[config.mk]
export PLATFORM = sky130hd
export DESIGN_NAME = arsr_regs
export DESIGN_NICKNAME = d
export VERILOG_FILES = /design/src/core/arsr_pkg.sv /design/src/core/arsr_cap_if.sv /design/src/core/arsr_capture.sv /design/src/core/arsr_regs.sv
export SDC_FILE = /design/constraint.sdc
export NUM_CORES = 1
export LEC_CHECK = 0
export ABC_AREA = 1
export BUFFER_PORTS_ARGS = -buffer_cell sky130_fd_sc_hd__buf_2
export CAP_MARGIN = 30
export CELL_PAD_IN_SITES_DETAIL_PLACEMENT = 0
export CELL_PAD_IN_SITES_GLOBAL_PLACEMENT = 1
export CORE_MARGIN = 5
export CORE_UTILIZATION = 38
export DETAILED_ROUTE_END_ITERATION = 8
export GPL_TIMING_DRIVEN = 0
export PLACE_DENSITY_LB_ADDON = 0.1
export SLEW_MARGIN = 20
export SYNTH_ARGS = -nofsm -noshare
export SYNTH_HDL_FRONTEND = slang
export SYNTH_HIERARCHICAL = 1
export SYNTH_SLANG_ARGS = --single-unit
[constraint.sdc]
create_clock -name core_clk -period 1.7 [get_ports core_clk]
set_input_delay 0.085 -clock core_clk [delete_from_list [all_inputs] [get_ports core_clk]]
set_output_delay 0.085 -clock core_clk [all_outputs]
set_load 0.01 [all_outputs]
[src/core/arsr_pkg.sv]
package arsr_pkg;
    localparam int unsigned ARSR_ADDR_W = 12;
    localparam logic [9:0] ARSR_IDX_POS_B0 = 10'h02c;
    localparam logic [9:0] ARSR_IDX_POS_B1 = 10'h02d;
    localparam logic [9:0] ARSR_IDX_POS_B2 = 10'h02e;
    localparam logic [9:0] ARSR_IDX_FSA_B0 = 10'h030;
    localparam logic [9:0] ARSR_IDX_FSA_B1 = 10'h031;
    localparam logic [9:0] ARSR_IDX_FSB_B0 = 10'h032;
    localparam logic [9:0] ARSR_IDX_FSB_B1 = 10'h033;
    localparam logic [9:0] ARSR_IDX_BYPASS = 10'h038;
    localparam int unsigned ARSR_POS_W = 24;
    localparam int unsigned ARSR_FS_W = 16;
    localparam logic [23:0] ARSR_POS_RESET = 24'h000000;
    localparam logic [15:0] ARSR_FS_RESET = 16'ha000;
    localparam logic [7:0] ARSR_BYPASS_RESET = 8'h00;
    localparam int unsigned ARSR_BYPASS_BIT = 0;
endpackage

[src/core/arsr_cap_if.sv]
`timescale 1ns/10ps
`default_nettype none
interface arsr_cap_if;
    logic [23:0] position;
    logic captured;
    modport cap (output position, output captured);
    modport regs (input position, input captured);
endinterface
`default_nettype wire

[src/core/arsr_capture.sv]
`timescale 1ns/10ps
`default_nettype none
module arsr_capture
    import arsr_pkg::*;
(
    input wire logic core_clk,
    input wire logic nrst,
    input wire logic sysref_in,
    arsr_cap_if.cap cap
);
    logic sync1_r;
    logic sync2_r;
    logic prev_r;
    logic [ARSR_POS_W-1:0] hist_r;
    logic [ARSR_POS_W-1:0] pos_r;
    logic captured_r;

    always_ff @(posedge core_clk) begin
        if (!nrst) begin
            sync1_r <= 1'b0;
            sync2_r <= 1'b0;
        end else begin
            sync1_r <= sysref_in;
            sync2_r <= sync1_r;
        end
    end

    // The window holds the last samples so software sees where the edge fell.
    always_ff @(posedge core_clk) begin
        if (!nrst) begin
            prev_r <= 1'b0;
            hist_r <= ARSR_POS_RESET;
        end else begin
            prev_r <= sync2_r;
            hist_r <= {hist_r[ARSR_POS_W-2:0], sync2_r};
        end
    end

    always_ff @(posedge core_clk) begin
        if (!nrst) begin
            pos_r <= ARSR_POS_RESET;
            captured_r <= 1'b0;
        end else if (sync2_r && !prev_r) begin
            pos_r <= {hist_r[ARSR_POS_W-2:0], sync2_r};
            captured_r <= 1'b1;
        end
    end

    assign cap.position = pos_r;
    assign cap.captured = captured_r;
endmodule
`default_nettype wire

[src/core/arsr_regs.sv]
// The APB slave port was decided locally.
`timescale 1ns/10ps
`default_nettype none
module arsr_regs
    import arsr_pkg::*;
(
    input wire logic core_clk,
    input wire logic nrst,
    input wire logic psel,
    input wire logic penable,
    input wire logic pwrite,
    input wire logic [ARSR_ADDR_W-1:0] paddr,
    input wire logic [31:0] pwdata,
    output logic [31:0] prdata,
    output logic pready,
    output logic pslverr,
    input wire logic sysref_in,
    output logic [15:0] full_scale_word_first_input,
    output logic [15:0] full_scale_word_second_input,
    output logic reference_bypass_bit,
    output logic sysref_position_valid
);
    arsr_cap_if cap_bus();

    logic [ARSR_FS_W-1:0] fs_a_r;
    logic [ARSR_FS_W-1:0] fs_b_r;
    logic bypass_r;
    logic [31:0] prdata_r;
    logic pready_r;
    logic pslverr_r;
    logic valid_r;
    logic [9:0] idx;
    logic [7:0] rd_byte;
    logic hit;
    logic wr_en;

    arsr_capture u_capture (
        .core_clk(core_clk),
        .nrst(nrst),
        .sysref_in(sysref_in),
        .cap(cap_bus)
    );

    // Each byte of the map is its own word, so the byte address is four times the index.
    assign idx = paddr[ARSR_ADDR_W-1:2];

    always_comb begin
        rd_byte = 8'h00;
        hit = 1'b1;
        case (idx)
            ARSR_IDX_POS_B0: rd_byte = cap_bus.position[7:0];
            ARSR_IDX_POS_B1: rd_byte = cap_bus.position[15:8];
            ARSR_IDX_POS_B2: rd_byte = cap_bus.position[23:16];
            ARSR_IDX_FSA_B0: rd_byte = fs_a_r[7:0];
            ARSR_IDX_FSA_B1: rd_byte = fs_a_r[15:8];
            ARSR_IDX_FSB_B0: rd_byte = fs_b_r[7:0];
            ARSR_IDX_FSB_B1: rd_byte = fs_b_r[15:8];
            ARSR_IDX_BYPASS: rd_byte = {7'h00, bypass_r};
            default: hit = 1'b0;
        endcase
    end

    // One wait state keeps read data registered; the write lands on the completing edge.
    assign wr_en = psel && penable && pready_r && pwrite && hit;

    always_ff @(posedge core_clk) begin
        if (!nrst) begin
            pready_r <= 1'b0;
            pslverr_r <= 1'b0;
            prdata_r <= 32'h00000000;
        end else begin
            pready_r <= psel && penable && !pready_r;
            pslverr_r <= psel && penable && !pready_r && !hit;
            if (psel && penable && !pready_r) begin
                prdata_r <= (!pwrite && hit) ? {24'h000000, rd_byte} : 32'h00000000;
            end
        end
    end

    // Writes to the position bytes are dropped: that word belongs to the capture logic.
    always_ff @(posedge core_clk) begin
        if (!nrst) begin
            fs_a_r <= ARSR_FS_RESET;
            fs_b_r <= ARSR_FS_RESET;
        end else if (wr_en) begin
            case (idx)
                ARSR_IDX_FSA_B0: fs_a_r[7:0] <= pwdata[7:0];
                ARSR_IDX_FSA_B1: fs_a_r[15:8] <= pwdata[7:0];
                ARSR_IDX_FSB_B0: fs_b_r[7:0] <= pwdata[7:0];
                ARSR_IDX_FSB_B1: fs_b_r[15:8] <= pwdata[7:0];
                default: ;
            endcase
        end
    end

    always_ff @(posedge core_clk) begin
        if (!nrst) begin
            bypass_r <= ARSR_BYPASS_RESET[ARSR_BYPASS_BIT];
        end else if (wr_en && idx == ARSR_IDX_BYPASS) begin
            bypass_r <= pwdata[ARSR_BYPASS_BIT];
        end
    end

    // The code passes unchanged through one register stage; the analog range scales monotonically with it.
    always_ff @(posedge core_clk) begin
        if (!nrst) begin
            full_scale_word_first_input <= ARSR_FS_RESET;
            full_scale_word_second_input <= ARSR_FS_RESET;
            reference_bypass_bit <= ARSR_BYPASS_RESET[ARSR_BYPASS_BIT];
            valid_r <= 1'b0;
        end else begin
            full_scale_word_first_input <= fs_a_r;
            full_scale_word_second_input <= fs_b_r;
            reference_bypass_bit <= bypass_r;
            valid_r <= cap_bus.captured;
        end
    end

    assign prdata = prdata_r;
    assign pready = pready_r;
    assign pslverr = pslverr_r;
    assign sysref_position_valid = valid_r;
endmodule
`default_nettype wire

After elaboration in Yosys (flattened, before gate mapping)
Cells that the tools add are included.
{ "word_totals": {"ff_bits": 152} }
{ "classes": {"n_reduce_logical": 18, "n_mux": 3, "n_eq_ne": 8} }
{ "ops": {"columns": ["cell", "n"], "rows": [
  ["10-bit by 6-bit equality test with 1-bit output, second input constant", 8],
  ["8-bit case mux with 8 select lines", 1],
  ["1-bit logical AND", 9],
  ["8-bit two-way mux", 1],
  ["2-bit AND reduction", 4],
  ["8-bit OR reduction", 1],
  ["1-bit zero test", 4],
  ["1-bit two-way mux", 1]
]} }

Depth between registers and ports, before layout
{ "depth": {"ltp_word": 5, "mapped_depth": 13} }

Cells and area by module
Netlist, hierarchy kept.
{ "by_module_without_submodules": {"columns": ["module", "seq_area_each_um2", "instances", "area_per_inst_um2", "cells_each"], "rows": [
  ["arsr_regs", 1541.5, 1, 3882.5, 584],
  ["arsr_capture", 1001.0, 1, 1730.4, 231]
]} }

Worst setup path before layout
OpenSTA, ideal clock, no wires.
{ "synth_timing": {"path_kind": "flip-flop to flip-flop", "start": "reg pready_r, in the netlist pready", "end": "reg fs_a_r[10]", "setup_ns": 0.110, "setup_slack_ns": 0.108, "path_stages_with_launch": 8, "arrival_time_ns": 1.482, "required_ns": 1.590, "period_less_slack_ns": 1.592, "cell_sequence": "dfxtp_1 > nand2_1 > nor2_1 > buf_1 > clkbuf_1 > nand4_1 > nand2_1 > nor2_1"} }
{ "synth_between": {"elab_chain_len": 4} }
{ "synth_rtl": {"columns": ["item", "line_no", "text"], "rows": [
  ["start: declaration", "arsr_regs.sv:29", "logic pready_r;"],
  ["start signal: assignment", "arsr_regs.sv:72", "pready_r <= psel && penable && !pready_r;"],
  ["1-bit logical AND (3 in series)", "arsr_regs.sv:64", "assign wr_en = psel && penable && pready_r && pwrite && hit;"],
  ["2-bit AND reduction (no line)", null, null],
  ["end signal: assignment", "arsr_regs.sv:88", "ARSR_IDX_FSA_B1: fs_a_r[15:8] <= pwdata[7:0];"],
  ["end: declaration", "arsr_regs.sv:25", "logic [ARSR_FS_W-1:0] fs_a_r;"]
]} }
Every way passes these cells.
A chain may end at the register's enable or synchronous reset.

Worst setup path after layout
{ "layout_timing": {"start": "reg pready_r, in the netlist pready", "end": "reg fs_a_r[11]"} }
The elaborated chain is that of the path after synthesis.

==> out/qor.csv <==
metric,value,unit
drive_gt1_share,18.12,%
maxCapViolCount,0,
synth_area_leaders,"dfxtp_1 (45%), nand2_1 (13%), inv_1 (10%)",
power.internal,0.005323,W
fin_util,47.16,%
finalSetupViolations,0,
drc_errors,0,
antenna_found_initial,0,
finalMaxSlewViolations,0,
gp_congestion,0.8803,
ys_warn_count,6,
io_buffers,66,
grt_pass1_wl,23.23,mm
num_vias,4922,
finalClockSkew,0.007875,ns
fill_cells,1539,
cts_root_buf,clkbuf_16,
die_y,131.5,um
fin_crit_sh,91.74,%
worstMarginPinSlew,0.6832,ns
ant_nets,0,
h-tree-depth,4,
start_util,38.62,%
min_path_cells,3,
max_freq,641.2,MHz
power.share.combinational,5.2,%
crit_path_start_kind,flop,
clk_pin_slew_worst_paths,0.06,ns
critPathMaxStageDelay,0.33,ns
critical_path_arrival,1.87,ns
cts_made_buffers,17,
wl_per_cell,12.77,um
ys_types,22,
power_density,1000,nW/um^2
power_leakage,3.663,nW
grt_max_degree,17,
setup.worst_path.start,pready$_SDFF_PN0_,
critPathRequiredTime,2.01,ns
die_area,17300,um^2
total_power,0.006854,W
cts_setup_buffers,0,
switchingPower,0.001531,W
fp.dieW,131.5,um
crit_fanout,10,
finalWirelength,14.33,mm
core,14530,um^2
netlist.top_cell.by_area,dfxtp_1,
ir_drop,0.6214,mV
path_depth,7,
hold_path.class,input pin to flop,
nNetsFinal,975,
grt_pass1_vias,4685,
seqPwrFrac,44.2,%
via_per_inst,4.387,
rows,44,
slew_headroom,54.45,%
cts_max_path_buffers,2,
cp_num_buf_inv,2,
grtUsageTotal,16.59,%
cp_top_family,buffers and inverters,
clkPwrFrac,50.6,%
endpoint_kind,flop,
hp-start,pwdata[5],
clock-sinks,127,
clock_latency,0.41,ns
path_cells,nand2_1 -> nor2_1 -> clkbuf_4 -> clkbuf_2 -> nand4_1 -> nand2_1 -> nor2_1,
status,"complete, no violations",
r2r_setup_slack,0.14,ns
r2r_end,fs_a_r[11]$_SDFFE_PN0P_,
cts_tree,done,
drt_first_pass_iters,4,
synthCells,815,
synth_area_per_cell,6.887,um^2
critical_path_class,flop to flop,
crit_slowest_cell,dfxtp_1,
mappedNetlistArea,5613,um^2
timing.rr.start,pready$_SDFF_PN0_,
hold_ws,0.02438,ns
whs_endpoint,fs_b_r[13]$_SDFFE_PN1P_,
first_iter_violations,337,
yosysSeqAreaShare,45.30,%
area_growth,22.11,%
io_pins,118,
synth_top_area_share,45.30,%
diodes,0,
hold_viol,0,
grt_overflow,0,
dp_hpwl,11.26,mm
rsz0062_at_grt,no,
rr_worst_depth,7,
ys_seq_elements,127,
min_period,1.560,ns
sw_frac_of_total,22.34,%
## sequential cells by signal, indices dropped and copies added (netlist names)
signal,flops
pslverr,1
u_capture/cap.captured,1
fs_b_r,16
full_scale_word_first_input,16
sysref_position_valid,1
u_capture/sync1_r,1
prdata,8
reference_bypass_bit,1
pready,1
bypass_r,1
full_scale_word_second_input,16
u_capture/sync2_r,1
u_capture/cap.position,24
fs_a_r,16
u_capture/hist_r,23
## power by group through the flow
| stage | Sequential [W] | Combinational [W] | Clock (W) |
|---|---|---|---|
| 2_1_floorplan | 0.00309 | 0.000255 | 0 |
| 3_3_place_gp | 0.00310 | 0.000348 | 0 |
| 3_5_place_dp | 0.00310 | 0.000351 | 0 |
| 4_1_cts | 0.00303 | 0.000357 | 0.00354 |
| 5_1_grt | 0.00303 | 0.000404 | 0.00368 |
| 6_report | 0.00303 | 0.000357 | 0.00347 |
## cells in the mapped netlist (all sizes together)
master  count
nand4      33
inv       156
nand3      92
dfxtp     127
clkinv      4
nor2      124
a21oi       8
buf        46
nor3        1
clkbuf     12
nand2     206
or2         5
conb        1
## final cells by class
cell class                 instances  area [um^2]  share of cell area [%]
inverter                         160        600.6                   8.762
tap                              184        230.2                   3.359
timing repair buffer              68        350.3                   5.111
multi-input combinational        493         2197                   32.06
buffer                            58        366.6                   5.349
sequential                       127         2542                   37.09
clock inverter                    11        116.4                   1.698
clock buffer                      21        450.4                   6.572
## worst max path at each step
stage / endpoint / slack [ns]
3_3_place_gp: fs_a_r[3]$_SDFFE_PN0P_ / -0.24
2_1_floorplan: fs_a_r[10]$_SDFFE_PN0P_ / 0.11
6_report: fs_a_r[11]$_SDFFE_PN0P_ / 0.14
5_1_grt: fs_a_r[11]$_SDFFE_PN0P_ / 0.02
3_5_place_dp: fs_a_r[3]$_SDFFE_PN0P_ / -0.25
4_1_cts: fs_a_r[1]$_SDFFE_PN0P_ / 0.01
## metrics by stage
stage | cell area, um^2 | worst slack [ns] | TNS, ns | cells
after floorplan | 5699 | 0.1076 | 0 | 838
after global placement | 6260 | -0.2367 | -5.835 | 1088
after detailed placement | 6260 | -0.2468 | -6.254 | 1088
after CTS | 6850 | 0.01163 | 0 | 1122
after global routing | 6854 | 0.01774 | 0 | 1122
final | 6854 | 0.1405 | 0 | 1122
## worst min-delay path, delay by kind of cell
kind / cells / cell delay [ns]
buffers and inverters: 1 / 0.14
and+or+nand+nor: 2 / 0.16
## repair_timing
action,CTS,global route
setup endpoints to repair,30,13
endpoints found under the hold margin,8,0
gates resized for setup,3,3
hold buffers,2,0
## cells in the final DEF (no fill, tap or decap), types with 2 or more instances in the layout
cell           synthesis  routed
or2_2                  5       5
clkbuf_2               0       3
dlygate4sd3_1          0       2
nand3_1               89      89
buf_1                  6       5
buf_6                  3       3
inv_1                150     150
conb_1                 1      24
buf_4                 29      29
nor2_2                 3       3
nand4_1               33      33
inv_2                  6       6
nor2_4                 8       8
clkbuf_16              0      17
nand2_1              200     200
nand2_2                5       5
nand3_4                3       3
dfxtp_1              127     127
clkbuf_1              12      12
nor2_1               113     113
buf_2                  8      74
bufinv_16              0       2
clkinvlp_4             0       3
a21oi_1                8       8
clkinv_2               0       5
clkinv_1               4       4
## kinds of logic (layout without fill, tap and decap cells)
kind of cell	count (synthesis)	count (layout)	share of synthesized area, %
other cells	1	24	0.06681
buf+inv	218	318	17.10
flops	127	127	45.30
compound gates	8	8	0.7134
simple gates	461	461	36.83
## metal layers
layer / vias up / routed length (um) / track usage [%]
met5: - / 0 / 0
met4: 0 / 259 / 6.800
met3: 18 / 565 / 4.014
met2: 82 / 7209 / 29.09
met1: 2199 / 6298 / 19.36
li1: 2623 / - / -
No activity file was read; power rests on OpenSTA's default activity.
